## src/rtl/dccb_pkg.sv

```systemverilog
// Package for the device configuration control bits block.
// Assumes an AHB-Lite slave with 32-bit data and word registers.
package dccb_pkg;
  localparam logic [7:0] OFF_CONFIG = 8'h00;
  localparam logic [7:0] OFF_IRQ_STATUS = 8'h04;
  localparam logic [7:0] OFF_IRQ_ENABLE = 8'h08;
  localparam logic [7:0] OFF_IRQ_CLEAR = 8'h0c;
  localparam logic [7:0] OFF_DEFER_COUNT = 8'h10;
  localparam int BIT_BYTE_ORDER = 0;
  localparam int BIT_RESERVED1 = 1;
  localparam int BIT_BOOT_ROM_DIS = 2;
  localparam int BIT_PARITY_MASK = 3;
  localparam int BIT_DEFER_DIS = 4;
  localparam int BIT_WIN_START = 5;
  localparam int BIT_SINGLE_BACKOFF = 6;
  localparam int BIT_REQ_POLICY = 7;
  localparam int BIT_LEGACY_DESC = 8;
  localparam int BIT_XCVR_DIS = 9;
  localparam int BIT_XCVR_RST = 10;
  localparam int BIT_EXT_XCVR = 12;
  localparam logic [31:0] CONFIG_RESET = 32'h0000_0000;
  localparam logic [31:0] CONFIG_WMASK = 32'h0000_17fd;
  localparam int IRQ_BITS = 3;
  localparam int IRQ_DEFER = 0;
  localparam int IRQ_PARITY = 1;
  localparam int IRQ_XCVR_RST = 2;
  localparam logic [2:0] DESC_WORDS_LEGACY = 3'h4;
  localparam logic [2:0] DESC_WORDS_SHORT = 3'h3;
  localparam int SLOT_BITS = 512;
endpackage : dccb_pkg

```

## src/rtl/dccb_swap.sv

```systemverilog
// Byte lane reverser for bus-master words.
// Assumes the data path feeds one word per cycle.
`timescale 1ns/1ps
`default_nettype none
module dccb_swap (
  input wire logic clock,
  input wire logic rst_n,
  input wire logic enable,
  input wire logic in_valid,
  input wire logic [31:0] in_data,
  output logic out_valid,
  output logic [31:0] out_data
);
  logic [31:0] swapped;
  assign swapped = enable ? {in_data[7:0], in_data[15:8], in_data[23:16], in_data[31:24]}
                          : in_data;
  always_ff @(posedge clock or negedge rst_n) begin
    if (!rst_n) begin
      out_valid <= 1'b0;
      out_data <= 32'h0000_0000;
    end else begin
      out_valid <= in_valid;
      out_data <= swapped;
    end
  end
endmodule : dccb_swap
`default_nettype wire

```

## src/rtl/dccb_top.sv

```systemverilog
// Configuration control bits with AHB-Lite register access.
// Assumes one AHB master, single word transfers, one clock.
// How it works
// - Transceiver reset held while bit set
// - Disable bit powers down transceiver
// - Legacy format fetches four words, one fragment
// - Short format fetches three words, pointer third
// - Policy bit picks aggressive or conservative requests
// - Single back-off bit forces one slot
// - Window start bit picks collision timer start
// - Deferral disable blocks flag and counter
// - Parity mask bit gates system error
// - Boot ROM disable stops ROM logic
// - Byte order bit selects big endian
// - Register access ignores byte order bit
// - External select enables MII, disables transceiver
`timescale 1ns/1ps
`default_nettype none
module dccb_top (
  input wire logic clock,
  input wire logic rst_n,
  input wire logic hsel,
  input wire logic [31:0] haddr,
  input wire logic [1:0] htrans,
  input wire logic hwrite,
  input wire logic [2:0] hsize,
  input wire logic [31:0] hwdata,
  input wire logic hready,
  output logic hreadyout,
  output logic hresp,
  output logic [31:0] hrdata,
  input wire logic excess_defer_event,
  input wire logic master_parity_error,
  input wire logic dma_in_valid,
  input wire logic [31:0] dma_in_data,
  output logic dma_out_valid,
  output logic [31:0] dma_out_data,
  output logic internal_xcvr_reset,
  output logic internal_xcvr_disable,
  output logic mii_enable,
  output logic legacy_descriptor_format,
  output logic [2:0] desc_fetch_words,
  output logic frag_ptr_in_word3,
  output logic frag_count_ignore,
  output logic bus_request_policy,
  output logic forced_single_backoff,
  output logic collision_window_start_sel,
  output logic [9:0] collision_slot_bits,
  output logic deferral_timeout_disable,
  output logic excessive_deferral_flag,
  output logic [15:0] deferral_error_counter,
  output logic serr_req,
  output logic boot_rom_disable,
  output logic boot_rom_enable,
  output logic bus_master_byte_order,
  output logic irq
);
  logic [31:0] config_q;
  logic [31:0] config_d;
  logic [2:0] irq_status_q;
  logic [2:0] irq_status_d;
  logic [2:0] irq_enable_q;
  logic [15:0] defer_cnt_q;
  logic defer_flag_q;
  logic serr_q;
  logic xrst_prev_q;
  logic wr_pend_q;
  logic [7:0] wr_addr_q;
  logic [7:0] rd_addr;
  logic addr_phase;
  logic wr_cfg;
  logic wr_ien;
  logic wr_iclr;
  logic [2:0] clr_bits;
  logic [2:0] events;
  logic defer_ok;
  logic parity_ok;
  logic xrst_fall;
  logic [31:0] rd_mux;

  function automatic logic [31:0] dccb_cfg_merge(input logic [31:0] old_v, input logic [31:0] w);
    logic [31:0] r;
    r = (old_v & ~dccb_pkg::CONFIG_WMASK) | (w & dccb_pkg::CONFIG_WMASK);
    r[dccb_pkg::BIT_RESERVED1] = 1'b0;
    if (w[dccb_pkg::BIT_EXT_XCVR]) begin
      r[dccb_pkg::BIT_XCVR_DIS] = 1'b1;
    end
    return r;
  endfunction : dccb_cfg_merge

  assign addr_phase = hsel && hready && htrans[1];
  assign rd_addr = haddr[7:0];
  assign wr_cfg = wr_pend_q && (wr_addr_q == dccb_pkg::OFF_CONFIG);
  assign wr_ien = wr_pend_q && (wr_addr_q == dccb_pkg::OFF_IRQ_ENABLE);
  assign wr_iclr = wr_pend_q && (wr_addr_q == dccb_pkg::OFF_IRQ_CLEAR);
  // Register data use native lanes, no swap applied
  assign config_d = wr_cfg ? dccb_cfg_merge(config_q, hwdata) : config_q;
  assign clr_bits = wr_iclr ? hwdata[2:0] : 3'h0;

  assign internal_xcvr_reset = config_q[dccb_pkg::BIT_XCVR_RST];
  assign internal_xcvr_disable = config_q[dccb_pkg::BIT_XCVR_DIS];
  assign mii_enable = config_q[dccb_pkg::BIT_EXT_XCVR];
  assign legacy_descriptor_format = config_q[dccb_pkg::BIT_LEGACY_DESC];
  assign desc_fetch_words = legacy_descriptor_format ? dccb_pkg::DESC_WORDS_LEGACY
                                                     : dccb_pkg::DESC_WORDS_SHORT;
  assign frag_count_ignore = legacy_descriptor_format;
  assign frag_ptr_in_word3 = !legacy_descriptor_format;
  assign bus_request_policy = config_q[dccb_pkg::BIT_REQ_POLICY];
  assign forced_single_backoff = config_q[dccb_pkg::BIT_SINGLE_BACKOFF];
  assign collision_window_start_sel = config_q[dccb_pkg::BIT_WIN_START];
  assign collision_slot_bits = 10'(dccb_pkg::SLOT_BITS);
  assign deferral_timeout_disable = config_q[dccb_pkg::BIT_DEFER_DIS];
  assign boot_rom_disable = config_q[dccb_pkg::BIT_BOOT_ROM_DIS];
  assign boot_rom_enable = !boot_rom_disable;
  assign bus_master_byte_order = config_q[dccb_pkg::BIT_BYTE_ORDER];

  assign defer_ok = excess_defer_event && !deferral_timeout_disable;
  assign parity_ok = master_parity_error && !config_q[dccb_pkg::BIT_PARITY_MASK];
  assign xrst_fall = xrst_prev_q && !internal_xcvr_reset;
  assign events = {xrst_fall, parity_ok, defer_ok};
  // Set wins over clear
  assign irq_status_d = (irq_status_q & ~clr_bits) | events;
  assign irq = |(irq_status_q & irq_enable_q);

  assign excessive_deferral_flag = defer_flag_q;
  assign deferral_error_counter = defer_cnt_q;
  assign serr_req = serr_q;
  assign hreadyout = 1'b1;
  assign hresp = 1'b0;

  always_comb begin
    rd_mux = 32'h0000_0000;
    unique case (rd_addr)
      dccb_pkg::OFF_CONFIG: rd_mux = config_q;
      dccb_pkg::OFF_IRQ_STATUS: rd_mux = {29'h0, irq_status_q};
      dccb_pkg::OFF_IRQ_ENABLE: rd_mux = {29'h0, irq_enable_q};
      dccb_pkg::OFF_DEFER_COUNT: rd_mux = {16'h0000, defer_cnt_q};
      default: rd_mux = 32'h0000_0000;
    endcase
  end

  always_ff @(posedge clock or negedge rst_n) begin
    if (!rst_n) begin
      wr_pend_q <= 1'b0;
      wr_addr_q <= 8'h00;
      hrdata <= 32'h0000_0000;
    end else begin
      wr_pend_q <= addr_phase && hwrite;
      wr_addr_q <= rd_addr;
      if (addr_phase && !hwrite) begin
        hrdata <= rd_mux;
      end
    end
  end

  always_ff @(posedge clock or negedge rst_n) begin
    if (!rst_n) begin
      config_q <= dccb_pkg::CONFIG_RESET;
      irq_status_q <= 3'h0;
      irq_enable_q <= 3'h0;
      xrst_prev_q <= 1'b0;
    end else begin
      config_q <= config_d;
      irq_status_q <= irq_status_d;
      if (wr_ien) begin
        irq_enable_q <= hwdata[2:0];
      end
      xrst_prev_q <= internal_xcvr_reset;
    end
  end

  always_ff @(posedge clock or negedge rst_n) begin
    if (!rst_n) begin
      defer_flag_q <= 1'b0;
      defer_cnt_q <= 16'h0000;
      serr_q <= 1'b0;
    end else begin
      defer_flag_q <= defer_ok;
      if (defer_ok && defer_cnt_q != 16'hffff) begin
        defer_cnt_q <= defer_cnt_q + 16'h0001;
      end
      serr_q <= parity_ok;
    end
  end

  dccb_swap u_swap (
    .clock(clock),
    .rst_n(rst_n),
    .enable(bus_master_byte_order),
    .in_valid(dma_in_valid),
    .in_data(dma_in_data),
    .out_valid(dma_out_valid),
    .out_data(dma_out_data)
  );

  property p_xcvr_rst_hold;
    @(posedge clock) disable iff (!rst_n)
      (internal_xcvr_reset && !wr_cfg) |=> internal_xcvr_reset;
  endproperty
  a_xcvr_rst_hold: assert property (p_xcvr_rst_hold) else $error("reset bit cleared itself");

  property p_xcvr_dis;
    @(posedge clock) disable iff (!rst_n)
      wr_cfg |=> internal_xcvr_disable == ($past(hwdata[dccb_pkg::BIT_XCVR_DIS]) ||
        $past(hwdata[dccb_pkg::BIT_EXT_XCVR]));
  endproperty
  a_xcvr_dis: assert property (p_xcvr_dis) else $error("disable output wrong");

  property p_desc_words;
    @(posedge clock) disable iff (!rst_n)
      legacy_descriptor_format ? (desc_fetch_words == 3'h4 && frag_count_ignore)
                               : (desc_fetch_words == 3'h3 && frag_ptr_in_word3);
  endproperty
  a_desc_words: assert property (p_desc_words) else $error("descriptor size wrong");

  property p_defer_block;
    @(posedge clock) disable iff (!rst_n)
      deferral_timeout_disable |=> (!excessive_deferral_flag && $stable(deferral_error_counter));
  endproperty
  a_defer_block: assert property (p_defer_block) else $error("deferral logged while disabled");

  property p_parity_serr;
    @(posedge clock) disable iff (!rst_n)
      (master_parity_error && !config_q[dccb_pkg::BIT_PARITY_MASK]) |=> serr_req;
  endproperty
  a_parity_serr: assert property (p_parity_serr) else $error("SERR missing");

  property p_parity_mask;
    @(posedge clock) disable iff (!rst_n)
      config_q[dccb_pkg::BIT_PARITY_MASK] |=> !serr_req;
  endproperty
  a_parity_mask: assert property (p_parity_mask) else $error("SERR while masked");

  property p_rom_dis;
    @(posedge clock) disable iff (!rst_n)
      wr_cfg |=> boot_rom_enable == !$past(hwdata[dccb_pkg::BIT_BOOT_ROM_DIS]);
  endproperty
  a_rom_dis: assert property (p_rom_dis) else $error("ROM logic active");

  property p_swap;
    @(posedge clock) disable iff (!rst_n)
      (dma_in_valid && bus_master_byte_order) |=> (dma_out_valid &&
        dma_out_data == {$past(dma_in_data[7:0]), $past(dma_in_data[15:8]),
          $past(dma_in_data[23:16]), $past(dma_in_data[31:24])});
  endproperty
  a_swap: assert property (p_swap) else $error("byte lanes not reversed");

  property p_ext_sets_dis;
    @(posedge clock) disable iff (!rst_n)
      (wr_cfg && hwdata[dccb_pkg::BIT_EXT_XCVR]) |=> (internal_xcvr_disable && mii_enable);
  endproperty
  a_ext_sets_dis: assert property (p_ext_sets_dis) else $error("external select no effect");

  property p_resv_zero;
    @(posedge clock) disable iff (!rst_n)
      !config_q[dccb_pkg::BIT_RESERVED1];
  endproperty
  a_resv_zero: assert property (p_resv_zero) else $error("reserved bit set");

  property p_no_swap;
    @(posedge clock) disable iff (!rst_n)
      (dma_in_valid && !bus_master_byte_order) |=>
        (dma_out_valid && dma_out_data == $past(dma_in_data));
  endproperty
  a_no_swap: assert property (p_no_swap) else $error("little endian word altered");

  property p_cfg_modes;
    @(posedge clock) disable iff (!rst_n)
      wr_cfg |=> (bus_request_policy == $past(hwdata[dccb_pkg::BIT_REQ_POLICY]) &&
        forced_single_backoff == $past(hwdata[dccb_pkg::BIT_SINGLE_BACKOFF]) &&
        collision_window_start_sel == $past(hwdata[dccb_pkg::BIT_WIN_START]) &&
        bus_master_byte_order == $past(hwdata[dccb_pkg::BIT_BYTE_ORDER]));
  endproperty
  a_cfg_modes: assert property (p_cfg_modes) else $error("mode bit not taken");

  property p_regs_native;
    @(posedge clock) disable iff (!rst_n)
      (addr_phase && !hwrite && rd_addr == dccb_pkg::OFF_CONFIG && bus_master_byte_order)
        |=> hrdata == $past(config_q);
  endproperty
  a_regs_native: assert property (p_regs_native) else $error("register read swapped");

  property p_mii_dis;
    @(posedge clock) disable iff (!rst_n)
      mii_enable |-> internal_xcvr_disable;
  endproperty
  a_mii_dis: assert property (p_mii_dis) else $error("transceiver on with MII");

  property p_set_wins;
    @(posedge clock) disable iff (!rst_n)
      (events != 3'h0) |=> ((irq_status_q & $past(events)) == $past(events));
  endproperty
  a_set_wins: assert property (p_set_wins) else $error("event lost in status");

  c_cfg_write: cover property (@(posedge clock) disable iff (!rst_n) wr_cfg);
  c_irq: cover property (@(posedge clock) disable iff (!rst_n) irq);
  c_serr: cover property (@(posedge clock) disable iff (!rst_n) serr_req);
  c_big_endian: cover property (@(posedge clock) disable iff (!rst_n)
    dma_out_valid && bus_master_byte_order);
  c_ext_xcvr: cover property (@(posedge clock) disable iff (!rst_n) mii_enable);
endmodule : dccb_top
`default_nettype wire

```

## config.mk

```make
export PLATFORM = sky130hd
export DESIGN_NAME = dccb_top
export DESIGN_NICKNAME = d
export VERILOG_FILES = /design/src/rtl/dccb_pkg.sv /design/src/rtl/dccb_swap.sv /design/src/rtl/dccb_top.sv
export SDC_FILE = /design/constraint.sdc
export NUM_CORES = 1
export LEC_CHECK = 0
export BUFFER_PORTS_ARGS = -buffer_cell sky130_fd_sc_hd__buf_4
export CAP_MARGIN = 10
export CORE_AREA = 2 2 135 71
export CTS_CLUSTER_DIAMETER = 150
export CTS_CLUSTER_SIZE = 28
export DETAILED_ROUTE_END_ITERATION = 10
export DIE_AREA = 0 0 137 73
export PLACE_DENSITY = 0.83
export SLEW_MARGIN = 20
export SYNTH_ARGS = -nofsm -noshare
export SYNTH_HDL_FRONTEND = slang
export SYNTH_HIERARCHICAL = 1
export SYNTH_SLANG_ARGS = --single-unit
```

## constraint.sdc

```tcl
create_clock -name clock -period 5.55 [get_ports clock]
set_input_delay 0.555 -clock clock [delete_from_list [all_inputs] [get_ports clock]]
set_output_delay 0.555 -clock clock [all_outputs]
set_load 0.1 [all_outputs]
```

==> results of run 1 <==
-- state kept, by name, indices dropped and copies added, names as in the netlist --
name	flops
u_swap/out_data	32
deferral_error_counter	16
hrdata	16
config_q	11
wr_addr_q	8
irq_enable_q	3
irq_status_q	3
excessive_deferral_flag	1
serr_req	1
u_swap/out_valid	1
wr_pend_q	1
xrst_prev_q	1
-- synth_stat cells, types with 6 or more instances --
cell | count | area share [%]
dfrtp_1 | 94 | 55
nand2_1 | 36 | 3.2
buf_4 | 32 | 5.7
mux2_4 | 30 | 11
mux2_2 | 13 | 3.4
o21ai_1 | 10 | 1.2
a22oi_1 | 9 | 1.6
nand4_1 | 9 | 1.3
o21ai_0 | 9 | 1.1
nor2_1 | 8 | 0.71
xnor2_1 | 7 | 1.4
xor2_1 | 7 | 1.4
nor3_1 | 6 | 0.71
-- cell usage in the layout (no fill, tap or decap), types with 3 or more instances in the layout --
cell         n
buf_4      145
dfrtp_1     93
nand2_1     36
mux2_4      30
conb_1      28
mux2_2      13
o21ai_1     10
o21ai_0      9
a22oi_1      9
nand4_1      9
clkbuf_16    9
nor2_1       8
xor2_1       7
xnor2_1      7
nor3_1       6
inv_1        5
a21oi_1      3
a31oi_1      3
nor4_1       3
-- worst reg2reg max path: cells and delay by family, from the launching register on --
kind,cells,cell delay [ps]
simple gates,2,1400
flops,1,360
mux,1,420
-- routing by layer --
layer  vias to the layer above  share of wire (%)  GRT usage [%]
met3                        13                8.6          6.667
met4                         0                1.2          6.758
met2                       154                 47          30.90
li1                       1381                  -              -
met1                      1514                 43          27.35
met5                         -                  0              0
-- cells by family (layout without fill, tap and decap cells) --
group | count (synthesis) | in the layout | synth area share, %
XOR/XNOR | 14 | 14 | 2.888
other | 2 | 28 | 0.1768
AO/OA/AOI/OAI | 41 | 41 | 6.099
adder cells (fa/ha/maj) | 1 | 1 | 0.2946
buffers and inverters | 50 | 166 | 8.987
multiplexers | 46 | 46 | 14.79
flip-flops | 94 | 94 | 55.39
AND/OR/NAND/NOR | 84 | 84 | 11.37
-- where the power goes --
group / internal (mW) / leakage (nW) / switching (mW)
clock network: 0.408 / 0.156 / 0.255
logic: 0.131 / 1.35 / 0.457
registers: 0.729 / 1.16 / 0.0601
total: 1.27 / 2.67 / 0.773
-- final timing paths --
| kind | start | to | slack [ps] | cells after the start |
|---|---|---|---|---|
| setup / recovery | config_q[0]$_DFFE_PN0P_ | bus_master_byte_order | 3170 | 1 |
| hold / removal | rst_n | hrdata[4]$_DFFE_PN0P_ | 150 | 1 |
| setup reg to reg | wr_addr_q[4]$_DFF_PN0_ | config_q[0]$_DFFE_PN0P_ | 3250 | 3 |
| hold reg to reg | xrst_prev_q$_DFF_PN0_ | irq_status_q[2]$_DFF_PN0_ | 480 | 1 |
| max in group asynchronous | rst_n | config_q[0]$_DFFE_PN0P_ | 4240 | 2 |
| min in group clock | dma_in_valid | u_swap/out_valid$_DFF_PN0_ | 320 | 1 |
-- cell type report --
type	instances	share of cell area, %
Tap cell	121	2.725
Sequential cell	94	42.36
Multi-Input combinational cell	214	29.14
Timing Repair Buffer	145	19.59
Clock buffer	11	4.369
Clock inverter	5	1.464
Inverter	5	0.3378
-- per-stage QoR --
step	util, %	setup WS, ps	total power [mW]
global route	61.67	3079	2.107
finish	61.67	3175	2.041
floorplan	-	2901	1.251
global placement	57.97	2989	1.380
CTS	61.57	3132	2.053
detailed placement	57.97	2929	1.390
==> impl_metrics.env, run 1 <==
export IMPL_status="completed"
export IMPL_cts_tree="done"
export IMPL_firstDrtPassIters=6
export IMPL_grt_pass1_vias=2869
export IMPL_rsz0062_at_grt="no"
export IMPL_worst_slew_pin_transition_ps=1029
export IMPL_h_tree_depth=3
export IMPL_insertion_delay_ps=340
export IMPL_path_buf_inv=1
export IMPL_end_kind="primary output"
export IMPL_ir_worst_vdd_uv=171.0
export IMPL_hold_path_class="input port to asynchronous set/reset pin"
export IMPL_critPathMaxStageDelay_ps=1030
export IMPL_ys_types=45
export IMPL_fin_area_um2=5555
export IMPL_ys_flop_type="dfrtp_1"
export IMPL_worstPathRequired_ps=4990
export IMPL_finalSetupViolations=0
export IMPL_hold_buffers=0
export IMPL_core_area_um2=9009
export IMPL_final_period_utilization_pct=42.80
export IMPL_grt_first_pass_wirelength_um=15020
export IMPL_placed_area_um2=5223
export IMPL_regArea_um2=2354
export IMPL_root_buffer="clkbuf_16"
export IMPL_cts_buffer_depth=2
export IMPL_synthArstFlopShare_pct=100.0
export IMPL_setup_tns_ps=0
export IMPL_die_x_um=137
export IMPL_grt_start_max_net_pins=63
export IMPL_synth_edf_count=0
export IMPL_dp_hpwl_um=7506
export IMPL_start_kind="register"
export IMPL_finalHoldViolCount=0
export IMPL_grt_overflow=0
export IMPL_vias=3062
export IMPL_diodes=0
export IMPL_fp_dieH_um=73
export IMPL_grt_usage_pct=20.21
export IMPL_netlist_instances=332
export IMPL_syn_to_final_growth_pct=30.82
export IMPL_cp_max_fo=35
export IMPL_pin_count=221
export IMPL_drc_errors=0
export IMPL_power_density_nw_per_um2=367.4
export IMPL_fin_skew_ps=6.616
export IMPL_cts_sinks=94
export IMPL_drt_wl_total_um=10030
export IMPL_synth_seq_area_share_pct=55.39
export IMPL_finalCriticalPeriod_ps=2375
export IMPL_ys_ff_latch=94
export IMPL_final_max_slew_viol_count=0
export IMPL_first_iter_violations=180
export IMPL_routabilityCongestion=0.8602
export IMPL_slowest_stage="dfrtp_2"
export IMPL_synth_area_um2=4247
export IMPL_crit_type="register to primary output"
export IMPL_critPathTopFamily="flip-flops"
export IMPL_dieArea_um2=10000
export IMPL_placementRows=25
export IMPL_worst_endpoint_arrival_ps=1820
export IMPL_dp_cells=579
export IMPL_slew_headroom_pct=31.41
export IMPL_cts_resized=0
export IMPL_grt_antenna_before_repair=0
export IMPL_nFillCells=705
export IMPL_start_util_pct=47.14
export IMPL_final_cells=595
export IMPL_drive_gt1_share_pct=44.30
export IMPL_hold_slack_ps=150.6
export IMPL_port_buffers=144
export IMPL_power_leakage_nw=2.665
export IMPL_path_cells="buf_4"
export IMPL_vias_per_cell=5.146
export IMPL_final_nets=579
export IMPL_avgRoutedWirePerCell_um=16.85
export IMPL_clk_pin_slew_ps=70
export IMPL_yosysWarnings=6
export IMPL_avgSynthCellArea_um2=12.79
export IMPL_postCtsSetupRepairBufs=0
export IMPL_cts_made_buffers=9
export IMPL_drtAntennaViolNets=0
export IMPL_max_cap_viol_count=0
export IMPL_multiInputGateArea_um2=1619
export IMPL_max_freq_mhz=421.0
No activity file was read; power rests on OpenSTA's default activity.
==> inputs of run 2 (changes only) <==
--- a/config.mk
+++ b/config.mk
@@ -7,12 +7,12 @@
 export LEC_CHECK = 0
 export BUFFER_PORTS_ARGS = -buffer_cell sky130_fd_sc_hd__buf_4
 export CAP_MARGIN = 10
-export CORE_AREA = 2 2 135 71
+export CORE_AREA = 2 2 141 74
 export CTS_CLUSTER_DIAMETER = 150
 export CTS_CLUSTER_SIZE = 28
 export DETAILED_ROUTE_END_ITERATION = 10
-export DIE_AREA = 0 0 137 73
-export PLACE_DENSITY = 0.83
+export DIE_AREA = 0 0 143 76
+export PLACE_DENSITY = 0.77
 export SLEW_MARGIN = 20
 export SYNTH_ARGS = -nofsm -noshare
 export SYNTH_HDL_FRONTEND = slang
==> constraint.sdc (replaced) <==
create_clock -name clock -period 2.45 [get_ports clock]
set_input_delay 0.245 -clock clock [delete_from_list [all_inputs] [get_ports clock]]
set_output_delay 0.245 -clock clock [all_outputs]
set_load 0.1 [all_outputs]
==> run 2 against run 1 <==
Clock power up 120%. Worst hold slack worse by 140 ps. Final cell count up 4.4%. Via count down 1.5%. Critical path depth up 3. Die area up 8.7%. Flip-flop and latch count unchanged. First-iteration DRC count down 7.8%. Count of clock-buffer cells in the layout down 1. Combinational power up 130%. Sequential power up 130%. Non-clock buffer count up 8. Highest routed layer unchanged.
==> impl_metrics.env, run 2 (synthesis results as in run 1) <==
export IMPL_status="completed"
export IMPL_drtAntennaViolNets=0
export IMPL_syn_to_final_growth_pct=32.73
export IMPL_final_period_utilization_pct=84.72
export IMPL_first_iter_violations=166
export IMPL_clk_pin_slew_ps=60
export IMPL_vias=3017
export IMPL_worstPathRequired_ps=2680
export IMPL_die_x_um=143
export IMPL_firstDrtPassIters=4
export IMPL_worst_endpoint_arrival_ps=2300
export IMPL_critPathTopFamily="compound AO/OA/AOI/OAI gates"
export IMPL_grt_antenna_before_repair=0
export IMPL_finalHoldViolCount=0
export IMPL_max_cap_viol_count=0
export IMPL_cp_max_fo=9
export IMPL_fin_skew_ps=6.497
export IMPL_p_total_mw=4.607
export IMPL_grt_first_pass_wirelength_um=16390
export IMPL_grt_pass1_vias=2995
export IMPL_routabilityCongestion=0.8302
export IMPL_grt_start_max_net_pins=49
export IMPL_worst_slew_pin_transition_ps=630.6
export IMPL_placementRows=26
export IMPL_hold_buffers=1
export IMPL_path_buf_inv=0
export IMPL_drc_errors=0
export IMPL_critPathMaxStageDelay_ps=660
export IMPL_max_flop_register="u_swap/out_data"
export IMPL_pin_count=221
export IMPL_layout_common_cells="buf_4, dfrtp_1, nand2_1"
export IMPL_cts_made_buffers=9
export IMPL_postCtsSetupRepairBufs=0
export IMPL_root_buffer="clkbuf_16"
export IMPL_crit_type="register to register"
export IMPL_layout_commonest_cell="buf_4"
export IMPL_diodes=0
export IMPL_grt_overflow=0
export IMPL_finalSetupViolations=0
export IMPL_ir_worst_vdd_uv=519.7
export IMPL_slew_headroom_pct=57.96
export IMPL_core_area_um2=9792
export IMPL_drt_wl_total_um=10630
export IMPL_dieArea_um2=10870
export IMPL_start_util_pct=43.37
export IMPL_power_density_nw_per_um2=817.4
export IMPL_path_cells="ha_1 -> nand4_1 -> o41a_1 -> mux2_1"
export IMPL_insertion_delay_ps=340
export IMPL_dp_hpwl_um=8086
export IMPL_power_leakage_nw=2.695
export IMPL_end_kind="register"
export IMPL_largest_register_ffs=32
export IMPL_cts_sinks=94
export IMPL_cts_resized=0
export IMPL_vias_per_cell=4.858
export IMPL_setup_tns_ps=0
export IMPL_slowest_stage="o41a_1"
export IMPL_finalCriticalPeriod_ps=2076
export IMPL_max_freq_mhz=481.8
export IMPL_avgRoutedWirePerCell_um=17.12
export IMPL_start_kind="register"
export IMPL_fp_dieH_um=76
export IMPL_grt_usage_pct=19.79
export IMPL_drive_gt1_share_pct=45.32
export IMPL_cts_buffer_depth=2
export IMPL_h_tree_depth=3
export IMPL_rsz0062_at_grt="no"
export IMPL_cts_tree="done"
export IMPL_port_buffers=144
export IMPL_final_nets=587
export IMPL_hold_path_class="input port to register"
export IMPL_final_max_slew_viol_count=0
==> run 2: cell types whose count changed in the layout (fill, tap and decap cells not counted) <==
| cell | change |
|---|---|
| buf_12 | +1 |
| buf_4 | +6 |
| clkinvlp_4 | +1 |
| clkbuf_8 | -1 |
| dfrtp_1 | -2 |
| clkinv_2 | -1 |
| nor4_2 | +1 |
| dfrtp_2 | +2 |
| dlygate4sd3_1 | +1 |
| nor4_4 | -1 |
==> run 2: power by group <==
part	total [mW]	switching (mW)	internal, mW	leakage (nW)
Sequential	1.79	0.130	1.66	1.15
Combinational	1.35	1.05	0.302	1.40
Clock	1.47	0.583	0.892	0.145
Total	4.61	1.76	2.85	2.69
==> run 2: layout make-up <==
| cell class | instances | area (um^2) |
|---|---|---|
| clock buffer | 10 | 229.0 |
| clock inverter | 5 | 83.83 |
| fill | 825 | 4155 |
| inverter | 5 | 18.77 |
| multi-input combinational | 214 | 1610 |
| sequential | 94 | 2356 |
| tap | 140 | 175.2 |
| timing repair buffer | 153 | 1164 |
==> run 2: final timing paths <==
kind / from / end / slack [ps] / depth (start not counted)
hold reg to reg: xrst_prev_q$_DFF_PN0_ / irq_status_q[2]$_DFF_PN0_ / 480 / 1
min in group asynchronous: rst_n / u_swap/out_data[27]$_DFF_PN0_ / 470 / 2
max in group asynchronous: rst_n / u_swap/out_data[22]$_DFF_PN0_ / 1260 / 3
setup / recovery: deferral_error_counter[0]$_DFFE_PN0P_ / deferral_error_counter[1]$_DFFE_PN0P_ / 370 / 4
setup reg to reg: deferral_error_counter[0]$_DFFE_PN0P_ / deferral_error_counter[1]$_DFFE_PN0P_ / 370 / 4
hold / removal: dma_in_valid / u_swap/out_valid$_DFF_PN0_ / 10 / 1
==> run 2: stage by stage <==
step	area [um^2]	instances	worst slack (ps)	utilization, %	hold slack [ps]
after detailed placement	5314	605	396.5	54.27	301.9
final	5637	621	374.3	57.56	11.99
after global placement	5314	605	481.4	54.27	292.6
after global routing	5637	621	249.2	57.56	1.339
after CTS	5637	621	379.5	57.56	2.545
after floorplan	4347	358	10.58	-	-50.59
==> run 2: metal layers <==
metal | vias up | share of wire (%) | global-route usage (%)
met5 | - | 0 | 0
met1 | 1489 | 45 | 27.71
met4 | 0 | 1.2 | 4.554
met3 | 14 | 6.8 | 5.720
met2 | 120 | 47 | 30.72
li1 | 1394 | - | -
